==> config.mk <==
export PLATFORM = sky130hd
export DESIGN_NAME = fdi_top
export DESIGN_NICKNAME = d
export VERILOG_FILES = /design/src/fdi_pkg.sv /design/src/fdi_top.sv
export SDC_FILE = /design/constraint.sdc
export NUM_CORES = 2
export LEC_CHECK = 0
export BUFFER_PORTS_ARGS = -buffer_cell sky130_fd_sc_hd__buf_2
export CORE_MARGIN = 2
export CORE_UTILIZATION = 52
export DETAILED_ROUTE_END_ITERATION = 8
export PLACE_DENSITY_LB_ADDON = 0.3
export SYNTH_ARGS = -nofsm -noshare
export SYNTH_HDL_FRONTEND = slang
export SYNTH_SLANG_ARGS = --single-unit
==> constraint.sdc <==
create_clock -name clk_sys_i -period 6.9 [get_ports clk_sys_i]
set_input_delay 1.035 -clock clk_sys_i [delete_from_list [all_inputs] [get_ports clk_sys_i]]
set_output_delay 1.035 -clock clk_sys_i [all_outputs]
set_load 0.005 [all_outputs]
==> src/fdi_pkg.sv <==
// Constants shared by the fast digital input block
package fdi_pkg;
    localparam int N_CH = 16;
    localparam int CNT_W = 24;
    localparam int FILT_W = 14;
    localparam int TS_W = 16;
    // Clock period and documented times, in nanoseconds
    localparam int CLK_NS = 4;
    localparam int T_PLAIN_NS = 2560;
    localparam int T_EXT_FIX_NS = 1000;
    localparam int T_STEP_NS = 2560;
    localparam int T_TICK_NS = 1000;
    // Least times round up to whole cycles
    localparam logic [CNT_W-1:0] PLAIN_CYC = CNT_W'((T_PLAIN_NS + CLK_NS - 1) / CLK_NS);
    localparam logic [CNT_W-1:0] EXT_FIX_CYC = CNT_W'((T_EXT_FIX_NS + CLK_NS - 1) / CLK_NS);
    localparam logic [9:0] STEP_CYC = 10'((T_STEP_NS + CLK_NS - 1) / CLK_NS);
    localparam logic [7:0] TICK_CYC = 8'(T_TICK_NS / CLK_NS);
    // Record set numbers and sizes
    localparam logic [7:0] REC_DIAG = 8'h7f;
    localparam logic [7:0] REC_EDGE = 8'h80;
    localparam logic [7:0] REC_FILT = 8'h81;
    localparam int PARAM_BYTES = 66;
    localparam logic [5:0] EDGE_TS_OFS = 6'h10;
    localparam logic [5:0] EDGE_REC_END = 6'h20;
    localparam logic [15:0] DIAG_ON = 16'h0001;
    localparam logic [FILT_W-1:0] FILT_MIN = 14'h0001;
    localparam logic [FILT_W-1:0] FILT_MAX = 14'h3e80;
    localparam logic [FILT_W-1:0] FILT_RST = 14'h0001;
    // Input image layout, byte offsets
    localparam logic [5:0] IMG_BYTES_PLAIN = 6'h02;
    localparam logic [5:0] IMG_BYTES_EXT = 6'h30;
    localparam logic [5:0] IMG_STATE = 6'h00;
    localparam logic [5:0] IMG_EDGE = 6'h04;
    localparam logic [5:0] IMG_LOST = 6'h08;
    localparam logic [5:0] IMG_TS = 6'h0c;
    localparam logic [5:0] IMG_TS_END = 6'h2c;
    // Two-bit edge codes
    localparam logic [1:0] SEL_NONE = 2'h0;
    localparam logic [1:0] SEL_RISE = 2'h1;
    localparam logic [1:0] SEL_FALL = 2'h2;
    localparam logic [1:0] SEL_BOTH = 2'h3;
endpackage

==> src/fdi_top.sv <==
// Sixteen-channel filtered fast input with edge events and time stamps
// Contract
// - Without extended configuration the block runs plain, shows two image bytes, takes no records.
// - Plain mode qualifies each input over a fixed 2.56 us before reporting it.
// - Extended mode shows 48 image bytes and is configured by 66 bytes of records.
// - Extended filter delay is 1 us plus the channel's programmed filter value.
// - Records come as diagnostic, edge and filter sets and apply at once, also while running.
// - Diagnostic word 0 equal to one enables the diagnostic interrupt, zero disables it.
// - An enabled diagnostic interrupt fires when an event retriggers while still being serviced.
// - The diagnostic enable is one global bit for all sixteen inputs.
// - Bits 1:0 of each edge byte pick none, rising, falling or both edges for the interrupt.
// - Edge bytes 0 to 15 map to channels 0 to 15 and their upper six bits are ignored.
// - Sixteen independent channels each drive a status indicator of the recognized state.
// - Time stamping and the filter value are set per channel in extended mode.
// - A filter value is a multiple of 2.56 us in the range 1 to 16000.
// - Edge bytes 16 to 31 pick the time stamp edge per channel with the same code.
// - Edge-detected flags latch any edge and clear when the controller reads them.
// - Image bytes 0 and 1 hold the filtered state, one bit per channel, one meaning set.
`timescale 1ns/100ps
`default_nettype none
module fdi_top (
    input wire logic clk_sys_i, // System clock, 250 MHz
    input wire logic rst_n_i, // Synchronous reset, active low
    input wire logic mode_ext_i, // Extended configuration present
    input wire logic [15:0] din_i, // Raw input pins
    input wire logic rec_wr_i, // Record byte write strobe
    input wire logic [7:0] rec_set_i, // Record set number
    input wire logic [5:0] rec_idx_i, // Byte index within record
    input wire logic [7:0] rec_data_i, // Record byte
    input wire logic img_rd_i, // Input image byte read strobe
    input wire logic [5:0] img_addr_i, // Image byte offset
    output logic [7:0] img_data_o, // Image byte, one cycle after read
    input wire logic [15:0] proc_ack_i, // Process interrupt serviced
    output logic [15:0] proc_irq_o, // Process interrupt pending
    output logic diag_irq_o, // Diagnostic interrupt pulse
    output logic [15:0] led_o // Channel status indicators
);
    localparam int N = fdi_pkg::N_CH;
    logic [N-1:0] sync1_ff, sync2_ff, filt_ff, prev_ff;
    logic [N-1:0] pend_ff, edge_ff, lost_ff, ev, ts_ev, hit;
    logic [fdi_pkg::CNT_W-1:0] cnt_ff [N];
    logic [fdi_pkg::CNT_W-1:0] thr [N];
    logic [fdi_pkg::FILT_W-1:0] fval_ff [N];
    logic [1:0] esel_ff [N];
    logic [1:0] tsel_ff [N];
    logic [fdi_pkg::TS_W-1:0] ts_ff [N];
    logic [15:0] diag_word_ff;
    logic [7:0] pre_ff;
    logic [fdi_pkg::TS_W-1:0] tick_ff;
    logic [7:0] img_data_ff;
    logic [7:0] nxt_img;
    logic diag_ff, diag_en, wr_ok, rd_edge_lo, rd_edge_hi, rd_lost_lo, rd_lost_hi;
    logic [5:0] ts_idx;

    // Two-flop input synchroniser
    always_ff @(posedge clk_sys_i) begin
        if (!rst_n_i) begin
            sync1_ff <= '0;
            sync2_ff <= '0;
        end else begin
            sync1_ff <= din_i;
            sync2_ff <= sync1_ff;
        end
    end

    // Records only accepted when configured extended
    assign wr_ok = rec_wr_i && mode_ext_i;
    assign diag_en = (diag_word_ff == fdi_pkg::DIAG_ON);

    // Diagnostic record, word 0 high byte first
    always_ff @(posedge clk_sys_i) begin
        if (!rst_n_i) begin
            diag_word_ff <= '0;
        end else if (wr_ok && rec_set_i == fdi_pkg::REC_DIAG && rec_idx_i < 6'h02) begin
            if (rec_idx_i[0]) begin
                diag_word_ff[7:0] <= rec_data_i;
            end else begin
                diag_word_ff[15:8] <= rec_data_i;
            end
        end
    end

    // Microsecond ticker for time stamps
    always_ff @(posedge clk_sys_i) begin
        if (!rst_n_i) begin
            pre_ff <= '0;
            tick_ff <= '0;
        end else if (pre_ff == fdi_pkg::TICK_CYC - 8'h01) begin
            pre_ff <= '0;
            tick_ff <= tick_ff + 16'h0001;
        end else begin
            pre_ff <= pre_ff + 8'h01;
        end
    end

    // Reads of the flag bytes clear them
    assign rd_edge_lo = img_rd_i && img_addr_i == fdi_pkg::IMG_EDGE;
    assign rd_edge_hi = img_rd_i && img_addr_i == fdi_pkg::IMG_EDGE + 6'h01;
    assign rd_lost_lo = img_rd_i && img_addr_i == fdi_pkg::IMG_LOST;
    assign rd_lost_hi = img_rd_i && img_addr_i == fdi_pkg::IMG_LOST + 6'h01;

    // Per-channel filter, events, flags and time stamps
    for (genvar c = 0; c < N; c++) begin : g_ch
        logic [fdi_pkg::FILT_W-1:0] fcl;
        logic rise, fall, clr_e, clr_l;
        assign fcl = (fval_ff[c] < fdi_pkg::FILT_MIN) ? fdi_pkg::FILT_MIN :
                     (fval_ff[c] > fdi_pkg::FILT_MAX) ? fdi_pkg::FILT_MAX : fval_ff[c];
        assign thr[c] = mode_ext_i ?
            fdi_pkg::EXT_FIX_CYC +
            fdi_pkg::CNT_W'(fcl) * fdi_pkg::CNT_W'(fdi_pkg::STEP_CYC) :
            fdi_pkg::PLAIN_CYC;
        assign rise = filt_ff[c] && !prev_ff[c];
        assign fall = !filt_ff[c] && prev_ff[c];
        assign ev[c] = (rise && esel_ff[c][0]) || (fall && esel_ff[c][1]);
        assign ts_ev[c] = (rise && tsel_ff[c][0]) || (fall && tsel_ff[c][1]);
        assign hit[c] = ev[c] && pend_ff[c];
        assign clr_e = (c < 8) ? rd_edge_lo : rd_edge_hi;
        assign clr_l = (c < 8) ? rd_lost_lo : rd_lost_hi;

        // Persistence counter qualifies each change
        always_ff @(posedge clk_sys_i) begin
            if (!rst_n_i) begin
                cnt_ff[c] <= '0;
                filt_ff[c] <= 1'b0;
                prev_ff[c] <= 1'b0;
            end else begin
                prev_ff[c] <= filt_ff[c];
                if (sync2_ff[c] == filt_ff[c]) begin
                    cnt_ff[c] <= '0;
                end else if (cnt_ff[c] + 24'h000001 >= thr[c]) begin
                    cnt_ff[c] <= '0;
                    filt_ff[c] <= sync2_ff[c];
                end else begin
                    cnt_ff[c] <= cnt_ff[c] + 24'h000001;
                end
            end
        end

        // Edge and filter records; upper edge bits dropped
        always_ff @(posedge clk_sys_i) begin
            if (!rst_n_i) begin
                esel_ff[c] <= fdi_pkg::SEL_NONE;
                tsel_ff[c] <= fdi_pkg::SEL_NONE;
                fval_ff[c] <= fdi_pkg::FILT_RST;
            end else if (wr_ok) begin
                if (rec_set_i == fdi_pkg::REC_EDGE && rec_idx_i == 6'(c)) begin
                    esel_ff[c] <= rec_data_i[1:0];
                end
                if (rec_set_i == fdi_pkg::REC_EDGE && rec_idx_i == fdi_pkg::EDGE_TS_OFS + 6'(c)) begin
                    tsel_ff[c] <= rec_data_i[1:0];
                end
                if (rec_set_i == fdi_pkg::REC_FILT && rec_idx_i == 6'(2 * c)) begin
                    fval_ff[c][13:8] <= rec_data_i[5:0];
                end
                if (rec_set_i == fdi_pkg::REC_FILT && rec_idx_i == 6'(2 * c + 1)) begin
                    fval_ff[c][7:0] <= rec_data_i;
                end
            end
        end

        // Sticky flags, new event wins over clear
        always_ff @(posedge clk_sys_i) begin
            if (!rst_n_i) begin
                pend_ff[c] <= 1'b0;
                edge_ff[c] <= 1'b0;
                lost_ff[c] <= 1'b0;
                ts_ff[c] <= '0;
            end else begin
                pend_ff[c] <= ev[c] || (pend_ff[c] && !proc_ack_i[c]);
                edge_ff[c] <= (rise || fall) || (edge_ff[c] && !clr_e);
                lost_ff[c] <= ((rise || fall) && edge_ff[c]) || (lost_ff[c] && !clr_l);
                if (ts_ev[c]) begin
                    ts_ff[c] <= tick_ff;
                end
            end
        end
    end

    // Global diagnostic pulse
    always_ff @(posedge clk_sys_i) begin
        if (!rst_n_i) begin
            diag_ff <= 1'b0;
        end else begin
            diag_ff <= diag_en && (|hit);
        end
    end

    // Image byte select; out of range reads zero
    assign ts_idx = img_addr_i - fdi_pkg::IMG_TS;
    always_comb begin
        nxt_img = 8'h00;
        if (!mode_ext_i && img_addr_i < fdi_pkg::IMG_BYTES_PLAIN) begin
            nxt_img = img_addr_i[0] ? filt_ff[15:8] : filt_ff[7:0];
        end else if (mode_ext_i && img_addr_i < fdi_pkg::IMG_BYTES_EXT) begin
            if (img_addr_i == fdi_pkg::IMG_STATE || img_addr_i == fdi_pkg::IMG_STATE + 6'h01) begin
                nxt_img = img_addr_i[0] ? filt_ff[15:8] : filt_ff[7:0];
            end else if (rd_edge_lo || rd_edge_hi) begin
                nxt_img = img_addr_i[0] ? edge_ff[15:8] : edge_ff[7:0];
            end else if (rd_lost_lo || rd_lost_hi) begin
                nxt_img = img_addr_i[0] ? lost_ff[15:8] : lost_ff[7:0];
            end else if (img_addr_i >= fdi_pkg::IMG_TS && img_addr_i < fdi_pkg::IMG_TS_END) begin
                nxt_img = ts_idx[0] ? ts_ff[ts_idx[4:1]][15:8] : ts_ff[ts_idx[4:1]][7:0];
            end
        end
    end

    // Registered read data
    always_ff @(posedge clk_sys_i) begin
        if (!rst_n_i) begin
            img_data_ff <= '0;
        end else if (img_rd_i) begin
            img_data_ff <= nxt_img;
        end
    end

    assign img_data_o = img_data_ff;
    assign proc_irq_o = pend_ff;
    assign diag_irq_o = diag_ff;
    assign led_o = filt_ff;
endmodule
`default_nettype wire

==> metrics.cfg <==
[global_routing]
grtUsageTotal_pct=24.2
first_global_vias=55885
grt_overflow=0
grt_pass1_wl_um=294000
grt_max_degree=78
antenna_found_initial=15

[finish]
drive_gt1_share_pct=6.14
design_area_um2=84300
fin_cells=10049
fin_util_pct=57.8
area_growth_pct=10.1
num-nets-final=8856

[setup_path]
cp_data_required_time_ps=7500
startpoint_type=flip-flop
crit_fanout=24
worstSetupEndpointType=flip-flop
crit_type=reg -> reg
arrival_ps=7040

[cts]
cts_buffers=119
cts_tree=yes
worstSkewPairLatency_ps=780
clock_path_buffers=3
cts.htree.levels=3
cts_sinks=1089
cts.clk_slew.worst_paths_ps=60
cts_root_buffer=clkbuf_16

[synthesis]
yosysUniqueCellTypes=103
ys_top_cells_by_count=edfxtp_1 (928), ha_1 (759), nor2_1 (680)
yosys.area.top_type=edfxtp_1
synth_area_um2=76600
synthTopCellsByArea=edfxtp_1 (36%), ha_1 (12%), xnor2_1 (5.2%)
yosysWarnings=0
seq_area_frac_synth_pct=40.6
synth_cells=7684
yosysMostFrequentCell=edfxtp_1
synth-main-ff-cell=edfxtp_1
avgSynthCellArea_um2=9.96
synth.top_cell.area_share_pct=36.4
async_reset_ff_share_pct=0
synth_edf_count=928
synth-seq-cells=1089

[timing]
final_max_slew_viol_count=0
worst_pin_slew_ps=1310
fin_skew_ps=76.1
fin_crit_sh_pct=93.4
hold_viol=0
period_needed_ps=6440
fmax_mhz=155
setup_tns_ps=0
rsz0062_at_grt=false
final-setup-viol-count=0
whs_ps=435
finalWorstSetupSlack_ps=458
slew_headroom_pct=12.6

[die]
initial_core_util_pct=52.5
fp.dieW_um=388
ios=106
die_area_um2=150000
core_area_um2=146000
fp-row-count=140
chipHeight_um=388

[outcome]
status=finished, final reports clean

[route]
wl_per_cell_um=18.4
avgViaCountPerCell=5.71
vias=57403
wirelength_um=185000
ant_nets=0
drc=0
drtPass1Iterations=7
drtIter0Drc=4433

[power_and_ir_drop]
power_density_nw_per_um2=212
p_leak_nw=33.6
vdd_drop_max_mv=0.228
finalPower_mw=17.9

[run]
maxCapViolations=0

[place]
port_buffers=105
dp.cells=9812
place_hpwl_um=134000
place_area_um2=80100
place_congestion=0.876
pre_cts_ws_ps=277

[worst_hold_path]
hp-class=reg -> reg

==> path summary, 6_finish.rpt <==
kind                                start                           end  cells past startpoint  slack [ps]
max          fval_ff[1][97]$_SDFFCE_PN0P_  cnt_ff[1][153]$_SDFFCE_PN0P_                     21         460
min                sync1_ff[5]$_SDFF_PN0_        sync2_ff[5]$_SDFF_PN0_                      1         430
max reg2reg  fval_ff[1][97]$_SDFFCE_PN0P_  cnt_ff[1][153]$_SDFFCE_PN0P_                     21         460
min reg2reg        sync1_ff[5]$_SDFF_PN0_        sync2_ff[5]$_SDFF_PN0_                      1         430
==> placed cells by master (no fill, tap or decap), drive strengths merged, types with 249 or more instances in the layout <==
cell type  synthesis  layout
nor2             680     680
xor2             305     305
ha               759     759
edfxtp           928     928
and2             566     566
conb               1     384
nor2b            411     411
xnor2            455     455
nand3            280     280
nand2            609     609
a21oi            249     249
==> flip-flops by register name, summed over array words and instances, names as in the netlist <==
register      flops
tsel_ff          32
diag_irq_o        1
sync1_ff         16
ts_ff           256
fval_ff         224
led_o            16
cnt_ff          384
pre_ff            8
prev_ff          16
tick_ff          16
esel_ff          32
sync2_ff         16
proc_irq_o       16
diag_word_ff     16
img_data_o        8
edge_ff          16
lost_ff          16
==> final cells by class <==
type | count | area [um2]
clock buffers | 167 | 3340
clock inverters | 61 | 769
well taps | 1917 | 2400
flip-flops and latches | 1089 | 31100
repair buffers | 148 | 880
fillers | 12444 | 61600
diodes | 9 | 22.5
multi-input cells | 6480 | 45100
inverters | 178 | 676
==> what timing repair did <==
action                     4_1_cts  5_1_grt
buffers inserted                 0        0
resized for setup                0       24
hold buffers                     0        0
setup endpoints to repair        0      199
==> critical path: stages (launching register included) <==
cell      delay, ps
edfxtp_1        450
nand4_1         170
or2_2           410
and2_1          220
ha_1            280
ha_1            250
fa_1            420
a211o_1         370
a2111o_1        380
o311ai_1        140
nand4_1         210
or2_1           310
nor4b_1         400
xor2_1          260
nand2_1          90
ha_1            240
a21o_1          150
a21o_1          170
a211oi_1        230
o31ai_1         140
or3_1           720
nor2b_1         250
==> where the power goes <==
group / internal, mW / switching [mW]
registers: 7.42 / 0.229
logic: 1.50 / 2.05
clock network: 3.88 / 2.81
total: 12.8 / 5.08
==> metal layers <==
layer | part of all wire [%] | vias up | track usage [%]
li1 | - | 28022 | -
met1 | 43 | 27456 | 32.1
met2 | 47 | 1583 | 40.6
met3 | 7.4 | 338 | 3.94
met4 | 3.2 | 4 | 7.35
met5 | 0.014 | - | 0
==> cells by family (layout without fill, tap and decap cells) <==
| kind of cell | after synthesis | in the layout | share of synthesized area, % |
|---|---|---|---|
| DFF | 1089 | 1089 | 40.6 |
| muxes | 145 | 145 | 3.21 |
| adders and majority gates | 775 | 775 | 12.8 |
| buffers and inverters | 498 | 554 | 2.46 |
| xor gates and xnor gates | 760 | 760 | 8.69 |
| other | 1 | 393 | 0.00490 |
| AOI/OAI and AO/OA | 1109 | 1109 | 9.67 |
| and+or+nand+nor | 3307 | 3307 | 22.5 |
Power figures use the tool's default switching activity.
